--- src/logic/charger_pkg.sv ---
// Shared constants, register layout and types for the battery charger control block.
package charger_pkg;

  localparam int unsigned MA_W = 10;

  // Register byte offsets.
  localparam logic [7:0] OFF_CHARGER_CTRL = 8'h00;
  localparam logic [7:0] OFF_SUPPLY_5V    = 8'h04;
  localparam logic [7:0] OFF_STATUS       = 8'h08;
  localparam logic [7:0] OFF_SETPOINT     = 8'h0C;

  // Field positions.
  localparam int unsigned POS_CHARGE_CODE   = 0;
  localparam int unsigned POS_STOP_CODE     = 8;
  localparam int unsigned POS_CHARGER_OFF   = 16;
  localparam int unsigned POS_MASTER_LIMIT  = 0;
  localparam int unsigned POS_MASTER_PD     = 8;
  localparam int unsigned POS_LINEAR_REG_5V = 12;
  localparam int unsigned POS_DONE_FLAG     = 0;
  localparam int unsigned POS_CHARGER_EN    = 1;
  localparam int unsigned POS_STATE         = 4;
  localparam int unsigned POS_APPLIED_MA    = 16;
  localparam int unsigned POS_TARGET_MA     = 0;
  localparam int unsigned POS_STOP_MA       = 16;

  // Reset values.
  localparam logic [5:0] RST_CHARGE_CODE  = 6'h00;
  localparam logic [3:0] RST_STOP_CODE    = 4'h0;
  localparam logic       RST_CHARGER_OFF  = 1'b1;
  localparam logic [5:0] RST_MASTER_LIMIT = 6'h00;
  localparam logic       RST_MASTER_PD    = 1'b1;
  localparam logic       RST_LINEAR_REG_5V = 1'b1;

  // Weight in mA of each code bit, bit 0 first.
  localparam logic [MA_W-1:0] WEIGHT_MA [6] = '{10'd10, 10'd20, 10'd50, 10'd100, 10'd200, 10'd400};

  typedef enum logic [2:0] {
    ST_OFF      = 3'b001,
    ST_CHARGING = 3'b010,
    ST_FULL     = 3'b100
  } charge_state_e;

  // Sum of the weights of the set bits of a code; stop codes use the low four bits only.
  function automatic logic [MA_W-1:0] code_to_ma(input logic [5:0] code);
    logic [MA_W-1:0] sum;
    sum = '0;
    for (int i = 0; i < 6; i++) begin
      if (code[i]) begin
        sum = sum + WEIGHT_MA[i];
      end
    end
    return sum;
  endfunction

endpackage

--- src/logic/setpoint_if.sv ---
// Codes and their decoded currents passed between the control core and the decoder.
`timescale 1ns/10ps
interface setpoint_if;
  logic [5:0]  charge_code;
  logic [3:0]  stop_code;
  logic [5:0]  master_code;
  logic [9:0]  charge_ma;
  logic [9:0]  stop_ma;
  logic [9:0]  master_ma;

  modport decoder (
    input  charge_code,
    input  stop_code,
    input  master_code,
    output charge_ma,
    output stop_ma,
    output master_ma
  );

  modport control (
    output charge_code,
    output stop_code,
    output master_code,
    input  charge_ma,
    input  stop_ma,
    input  master_ma
  );
endinterface

--- src/logic/current_code_decoder.sv ---
// Combinational decoder from bit-weighted current codes to milliamps.
`timescale 1ns/10ps
module current_code_decoder (
  setpoint_if.decoder sp
);
  import charger_pkg::*;

  always_comb begin
    sp.charge_ma = code_to_ma(sp.charge_code);
    sp.stop_ma   = code_to_ma({2'b00, sp.stop_code});
    sp.master_ma = code_to_ma(sp.master_code);
  end
endmodule

--- src/logic/battery_charger_control.sv ---
// Battery charger control: APB registers, master gating, rail priority and full detection.
//
// Our own choices: the APB slave port and the register offsets.
`timescale 1ns/10ps
module battery_charger_control #(
  parameter logic [9:0] SUPPLY_BUDGET_MA = 10'd1000
) (
  input  wire logic                      clk_i,
  input  wire logic                      rst_n_i,
  input  wire logic                      psel_i,
  input  wire logic                      penable_i,
  input  wire logic                      pwrite_i,
  input  wire logic [7:0]                paddr_i,
  input  wire logic [31:0]               pwdata_i,
  output logic      [31:0]               prdata_o,
  output logic                           pready_o,
  output logic                           pslverr_o,
  input  wire logic                      supply_5v_present_i,
  input  wire logic [charger_pkg::MA_W-1:0] battery_current_ma_i,
  input  wire logic [charger_pkg::MA_W-1:0] rail_current_ma_i,
  output logic                           charger_enable_o,
  output logic      [charger_pkg::MA_W-1:0] charger_current_ma_o,
  output logic      [charger_pkg::MA_W-1:0] stop_current_ma_o,
  output logic                           charge_done_o,
  output logic                           linear_regulator_5v_o
);
  import charger_pkg::*;

  typedef struct packed {
    charge_state_e   state;
    logic [5:0]      charge_current_code;
    logic [3:0]      stop_current_code;
    logic            charger_off_bit;
    logic [5:0]      master_current_limit;
    logic            master_power_down;
    logic            linear_regulator_5v;
    logic            done_flag;
    logic            charger_enable;
    logic [MA_W-1:0] applied_ma;
    logic [MA_W-1:0] stop_ma;
    logic [31:0]     prdata;
  } ctl_s;

  ctl_s ctl_q;
  ctl_s ctl_d;

  logic [1:0] rst_sync_q;
  logic       rst_n;

  setpoint_if sp ();

  current_code_decoder u_decoder (
    .sp (sp.decoder)
  );

  // Release is synchronised so that no register leaves reset on a different edge.
  always_ff @(posedge clk_i or negedge rst_n_i) begin
    if (!rst_n_i) begin
      rst_sync_q <= 2'b00;
    end else begin
      rst_sync_q <= {rst_sync_q[0], 1'b1};
    end
  end
  assign rst_n = rst_sync_q[1];

  assign sp.charge_code = ctl_q.charge_current_code;
  assign sp.stop_code   = ctl_q.stop_current_code;
  assign sp.master_code = ctl_q.master_current_limit;

  function automatic logic [MA_W-1:0] min_ma(input logic [MA_W-1:0] a, input logic [MA_W-1:0] b);
    return (a < b) ? a : b;
  endfunction

  logic            setup;
  logic            access_wr;
  logic            mapped;
  logic            enable_ok;
  logic            at_stop;
  logic [MA_W-1:0] spare_ma;
  logic [MA_W-1:0] target_ma;

  assign setup     = psel_i && !penable_i;
  assign access_wr = psel_i && penable_i && pwrite_i;
  assign mapped    = (paddr_i == OFF_CHARGER_CTRL) || (paddr_i == OFF_SUPPLY_5V) ||
                     (paddr_i == OFF_STATUS) || (paddr_i == OFF_SETPOINT);

  always_comb begin
    ctl_d = ctl_q;

    // The rail regulator keeps whatever it draws; the charger gets only what is left.
    if (rail_current_ma_i < SUPPLY_BUDGET_MA) begin
      spare_ma = SUPPLY_BUDGET_MA - rail_current_ma_i;
    end else begin
      spare_ma = '0;
    end
    target_ma = min_ma(min_ma(sp.charge_ma, sp.master_ma), spare_ma);
    enable_ok = supply_5v_present_i && !ctl_q.master_power_down &&
                !ctl_q.charger_off_bit;
    at_stop   = battery_current_ma_i <= sp.stop_ma;

    // Register writes take effect at the access edge.
    if (access_wr) begin
      case (paddr_i)
        OFF_CHARGER_CTRL: begin
          ctl_d.charge_current_code = pwdata_i[POS_CHARGE_CODE +: 6];
          ctl_d.stop_current_code   = pwdata_i[POS_STOP_CODE +: 4];
          ctl_d.charger_off_bit     = pwdata_i[POS_CHARGER_OFF];
        end
        OFF_SUPPLY_5V: begin
          ctl_d.master_current_limit = pwdata_i[POS_MASTER_LIMIT +: 6];
          ctl_d.master_power_down    = pwdata_i[POS_MASTER_PD];
          ctl_d.linear_regulator_5v  = pwdata_i[POS_LINEAR_REG_5V];
        end
        OFF_STATUS: begin
          if (pwdata_i[POS_DONE_FLAG]) begin
            ctl_d.done_flag = 1'b0;
          end
        end
        default: begin
        end
      endcase
    end

    case (ctl_q.state)
      ST_OFF: begin
        if (enable_ok) begin
          ctl_d.state = ST_CHARGING;
        end
      end
      ST_CHARGING: begin
        if (!enable_ok) begin
          ctl_d.state = ST_OFF;
        end else if (at_stop) begin
          ctl_d.state     = ST_FULL;
          ctl_d.done_flag = 1'b1;
        end
      end
      ST_FULL: begin
        // Charging carries on until firmware powers the charger down or the 5 V supply goes away.
        if (!enable_ok) begin
          ctl_d.state = ST_OFF;
        end
      end
      default: begin
        ctl_d.state = ST_OFF;
      end
    endcase
    // A set in the same cycle as a clear is kept.
    if (ctl_q.state == ST_CHARGING && enable_ok && at_stop) begin
      ctl_d.done_flag = 1'b1;
    end

    ctl_d.charger_enable = enable_ok;
    ctl_d.applied_ma     = enable_ok ? target_ma : '0;
    ctl_d.stop_ma        = sp.stop_ma;

    // Read data is captured in the setup cycle so the access phase needs no wait state.
    if (setup) begin
      ctl_d.prdata = 32'h0000_0000;
      case (paddr_i)
        OFF_CHARGER_CTRL: begin
          ctl_d.prdata[POS_CHARGE_CODE +: 6] = ctl_q.charge_current_code;
          ctl_d.prdata[POS_STOP_CODE +: 4]   = ctl_q.stop_current_code;
          ctl_d.prdata[POS_CHARGER_OFF]      = ctl_q.charger_off_bit;
        end
        OFF_SUPPLY_5V: begin
          ctl_d.prdata[POS_MASTER_LIMIT +: 6] = ctl_q.master_current_limit;
          ctl_d.prdata[POS_MASTER_PD]         = ctl_q.master_power_down;
          ctl_d.prdata[POS_LINEAR_REG_5V]     = ctl_q.linear_regulator_5v;
        end
        OFF_STATUS: begin
          ctl_d.prdata[POS_DONE_FLAG]        = ctl_q.done_flag;
          ctl_d.prdata[POS_CHARGER_EN]       = ctl_q.charger_enable;
          ctl_d.prdata[POS_STATE +: 3]       = ctl_q.state;
          ctl_d.prdata[POS_APPLIED_MA +: MA_W] = ctl_q.applied_ma;
        end
        OFF_SETPOINT: begin
          ctl_d.prdata[POS_TARGET_MA +: MA_W] = sp.charge_ma;
          ctl_d.prdata[POS_STOP_MA +: MA_W]   = sp.stop_ma;
        end
        default: begin
        end
      endcase
    end
  end

  always_ff @(posedge clk_i or negedge rst_n) begin
    if (!rst_n) begin
      ctl_q.state                <= ST_OFF;
      ctl_q.charge_current_code  <= RST_CHARGE_CODE;
      ctl_q.stop_current_code    <= RST_STOP_CODE;
      ctl_q.charger_off_bit      <= RST_CHARGER_OFF;
      ctl_q.master_current_limit <= RST_MASTER_LIMIT;
      ctl_q.master_power_down    <= RST_MASTER_PD;
      ctl_q.linear_regulator_5v  <= RST_LINEAR_REG_5V;
      ctl_q.done_flag            <= 1'b0;
      ctl_q.charger_enable       <= 1'b0;
      ctl_q.applied_ma           <= '0;
      ctl_q.stop_ma              <= '0;
      ctl_q.prdata               <= 32'h0000_0000;
    end else begin
      ctl_q <= ctl_d;
    end
  end

  assign pready_o             = 1'b1;
  assign pslverr_o            = psel_i && penable_i && !mapped;
  assign prdata_o             = ctl_q.prdata;
  assign charger_enable_o     = ctl_q.charger_enable;
  assign charger_current_ma_o = ctl_q.applied_ma;
  assign stop_current_ma_o    = ctl_q.stop_ma;
  assign charge_done_o        = ctl_q.done_flag;
  assign linear_regulator_5v_o = ctl_q.linear_regulator_5v;
endmodule

--- config.mk ---
export PLATFORM = sky130hd
export DESIGN_NAME = battery_charger_control
export DESIGN_NICKNAME = d
export VERILOG_FILES = /design/src/logic/charger_pkg.sv /design/src/logic/setpoint_if.sv /design/src/logic/current_code_decoder.sv /design/src/logic/battery_charger_control.sv
export SDC_FILE = /design/constraint.sdc
export NUM_CORES = 1
export LEC_CHECK = 0
export ABC_AREA = 1
export BUFFER_PORTS_ARGS = -buffer_cell sky130_fd_sc_hd__buf_2
export CORE_ASPECT_RATIO = 0.5
export CORE_MARGIN = 2
export CORE_UTILIZATION = 51
export DETAILED_ROUTE_END_ITERATION = 10
export HOLD_SLACK_MARGIN = 0.08
export PLACE_DENSITY = 0.84
export SKIP_CTS_REPAIR_TIMING = 1
export SLEW_MARGIN = 20
export SYNTH_ARGS = -nofsm -noshare
export SYNTH_HDL_FRONTEND = slang
export SYNTH_HIERARCHICAL = 1
export SYNTH_SLANG_ARGS = --single-unit
--- constraint.sdc ---
create_clock -name clk_i -period 2.2 [get_ports clk_i]
set_input_delay 0.33 -clock clk_i [delete_from_list [all_inputs] [get_ports clk_i]]
set_output_delay 0.33 -clock clk_i [all_outputs]
set_load 0.005 [all_outputs]
==> flow_summary.yaml <==
critical_path:
  slowest_delay_ps: 450
  cp_slowest_cell: "dfrtp_2"
  setup.worst_path.end_class: "register"
  critical_path_class: "register to register"
  required_ps: 2480
  critPathArrivalTime_ps: 5470
  cp-start-kind: "register"
  cp_max_fo: 10
place:
  gp_congestion: 0.923
  dp_hpwl_um: 11900
  dpl-instance-area_mm2: 0.00723
  port_buffers: 92
grt:
  grt_usage_pct: 25.5
  grt_pass1_vias: 5603
  grt-ovfl-total: 0
  grt_max_degree: 68
  antenna_found_initial: 0
  grt_pass1_wl_um: 25400
timing:
  fin_ws_ps: -2990
  max_freq_mhz: 193
  slew_violations: 0
  min_period_over_period_pct: 236
  rsz0062_at_grt: "yes"
  whs_ps: 202
  max_slew_margin_pct: 30.4
  setup_viol: 20
  finClkSkew_ps: 9.33
  hold_viol_final: 0
  period_needed_ps: 5190
  worst_slew_pin_slew_ps: 1040
  setup_tns_ps: -36790
finish:
  antenna_cells: 0
  drive_gt1_share_pct: 45.4
  seqCellArea_mm2: 0.00174
  area_delta_synth_final_pct: 41.9
  fin_nets: 1108
  fillers: 620
  postLayoutCellArea_mm2: 0.00832
  multi_input_area_mm2: 0.00388
die:
  ios: 123
  dieArea_mm2: 0.0124
  rows: 27
  die_x_um: 156
  core_area_mm2: 0.0111
  fp.dieH_um: 79.8
  start_util_pct: 52.9
detailed_routing:
  drt-initial-drc-count: 1035
  wl_per_cell_um: 19.5
  drc: 7
  dr.pass1.iters: 11
  totalWireLength_um: 22400
  vias: 6882
  postRouteAntennaNets: 0
  avgViaCountPerCell: 6.01
clocking:
  cts_tree: "built"
  clock-root-buffer: "clkbuf_16"
  clk_pin_slew_ps: 70
  insertion_delay_ps: 360
  clock_sinks: 69
  h-tree-depth: 3
  clk_path_buf_depth: 2
  cts_buffers: 9
synth:
  synth.yosys.seq_area_share_pct: 29.6
  syn-cell-area_mm2: 0.00586
  ys_types: 50
  synth-seq-cells: 69
  ys.warnings.count: 6
  syn_area_per_cell_um2: 7.26
  synthesis.instances: 807
power_and_ir_drop:
  ir_drop_v: 0.000333
  leakage_nw: 4.38
  p_per_area_mw_per_mm2: 471
run:
  maxCapViolCount: 0
worst_hold_path:
  hp-class: "input pin to register"
outcome:
  violations: "design-rule violations, negative setup slack"
  outcome: "finished with violations"
-- per-stage QoR --
step / power (W) / cells / worst slack, ps / util [%]
4_1_cts: 0.00359 / 1125 / -2680 / 67.9
3_3_place_gp: 0.00209 / 1109 / -2420 / 65.2
6_report: 0.00391 / 1145 / -2990 / 75.0
3_5_place_dp: 0.00212 / 1109 / -2630 / 65.2
5_1_grt: 0.00399 / 1145 / -3020 / 75.0
2_1_floorplan: 0.00186 / 820 / -2300 / -
-- cells by family (layout without fill, tap and decap cells) --
family	after synthesis	in the layout	share of synthesized area [%]
AOI/OAI and AO/OA	117	117	11.0
xor gates and xnor gates	18	18	3.14
other	3	16	0.192
and+or+nand+nor	344	345	27.9
buffers and inverters	207	386	17.8
DFF	69	69	29.6
adders and majority gates	47	47	10.0
muxes	2	2	0.384
-- cell usage in the layout (no fill, tap or decap), types with 3 or more instances in the layout --
cell type / Yosys / layout
nor3_1: 6 / 4
ha_4: 0 / 16
o21ai_1: 3 / 8
o21ai_0: 40 / 24
ha_1: 47 / 29
inv_1: 119 / 100
nor2_4: 3 / 6
clkbuf_16: 0 / 13
a21oi_4: 0 / 4
xor2_1: 13 / 10
nand3b_1: 3 / 3
nand3_2: 13 / 17
nand2_1: 192 / 166
buf_2: 4 / 92
inv_4: 0 / 3
dfrtp_1: 65 / 59
dfstp_2: 4 / 4
conb_1: 3 / 16
nor2_1: 52 / 42
buf_4: 63 / 132
nand2_4: 3 / 14
dfrtp_2: 0 / 6
nand2_2: 16 / 31
buf_6: 3 / 7
o31ai_1: 4 / 4
a21oi_1: 56 / 34
o21ai_4: 0 / 7
o21ai_2: 1 / 5
nand4_1: 5 / 5
nor2_2: 5 / 12
buf_12: 0 / 4
a21oi_2: 1 / 19
inv_2: 11 / 27
nand3_1: 33 / 28
nand3_4: 1 / 3
-- registers in the layout, summed over array words and instances (netlist names), 2 cells and up --
signal,flops
charger_current_ma_o,10
ctl_q,5
prdata_o,23
rst_sync_q,2
sp.charge_code,6
sp.master_code,6
sp.stop_code,4
stop_current_ma_o,10
-- power breakdown --
| part | internal (W) | switching (W) |
|---|---|---|
| combinational | 0.000434 | 0.000594 |
| sequential | 0.00132 | 0.0000380 |
| clock | 0.000884 | 0.000644 |
-- final timing paths --
kind / from / end / slack (ps) / depth (start not counted)
setup / recovery: sp.charge_code[1] / charger_current_ma_o[2] / -2990 / 32
hold / removal: pwdata_i[9] / sp.stop_code[1] / 200 / 2
setup reg to reg: sp.charge_code[1] / charger_current_ma_o[2] / -2990 / 32
hold reg to reg: rst_sync_q[1] / charger_current_ma_o[2] / 260 / 1
max in group asynchronous: rst_sync_q[1] / ctl_q[62] / 1540 / 1
min in group asynchronous: rst_sync_q[1] / charger_current_ma_o[2] / 260 / 1
-- synthesized netlist by cell type, drive strengths merged --
cell / n / area (µm²)
nand2: 211 / 855
inv: 130 / 488
buf: 70 / 527
dfrtp: 65 / 1630
nor2: 62 / 300
a21oi: 57 / 289
ha: 47 / 588
nand3: 47 / 313
o21ai: 44 / 224
xor2: 14 / 141
clkbuf: 7 / 26.3
nor3: 7 / 46.3
nand4: 5 / 31.3
dfstp: 4 / 105
nand3b: 4 / 33.8
o31ai: 4 / 30.0
xnor2: 4 / 42.6
a221oi: 3 / 26.3
conb: 3 / 11.3
o21a: 3 / 22.5
or2: 3 / 18.8
and2: 2 / 15.0
mux2: 2 / 22.5
nor3b: 2 / 15.0
o2111ai: 2 / 17.5
a2111oi: 1 / 8.76
a21o: 1 / 7.51
nor4: 1 / 6.26
o221a: 1 / 11.3
o32ai: 1 / 8.76
-- critical path: cells and delay by family, from the launching register on --
family	cells	cell delay (ps)
buf+inv	7	630
flops	1	450
fa+ha+maj	6	1460
compound gates	4	460
simple gates	14	1910
xor+xnor	1	220
-- metal layers --
metal  track usage (%)  vias up  share of wire [%]
met5                 0        -                  0
met4              8.72        0                8.1
met3              5.16      225                 11
met2              45.3      635                 45
met1              31.3     3167                 36
li1                  -     2855                  -
-- layout make-up --
class                           count  share of cell area [%]
Multi-Input combinational cell    545                    46.7
Sequential cell                    69                    20.9
Timing Repair Buffer              240                    20.7
Inverter                          130                    5.96
Clock buffer                        9                    2.71
Tap cell                          145                    2.18
Clock inverter                      7                   0.888
Power figures use the tool's default switching activity.
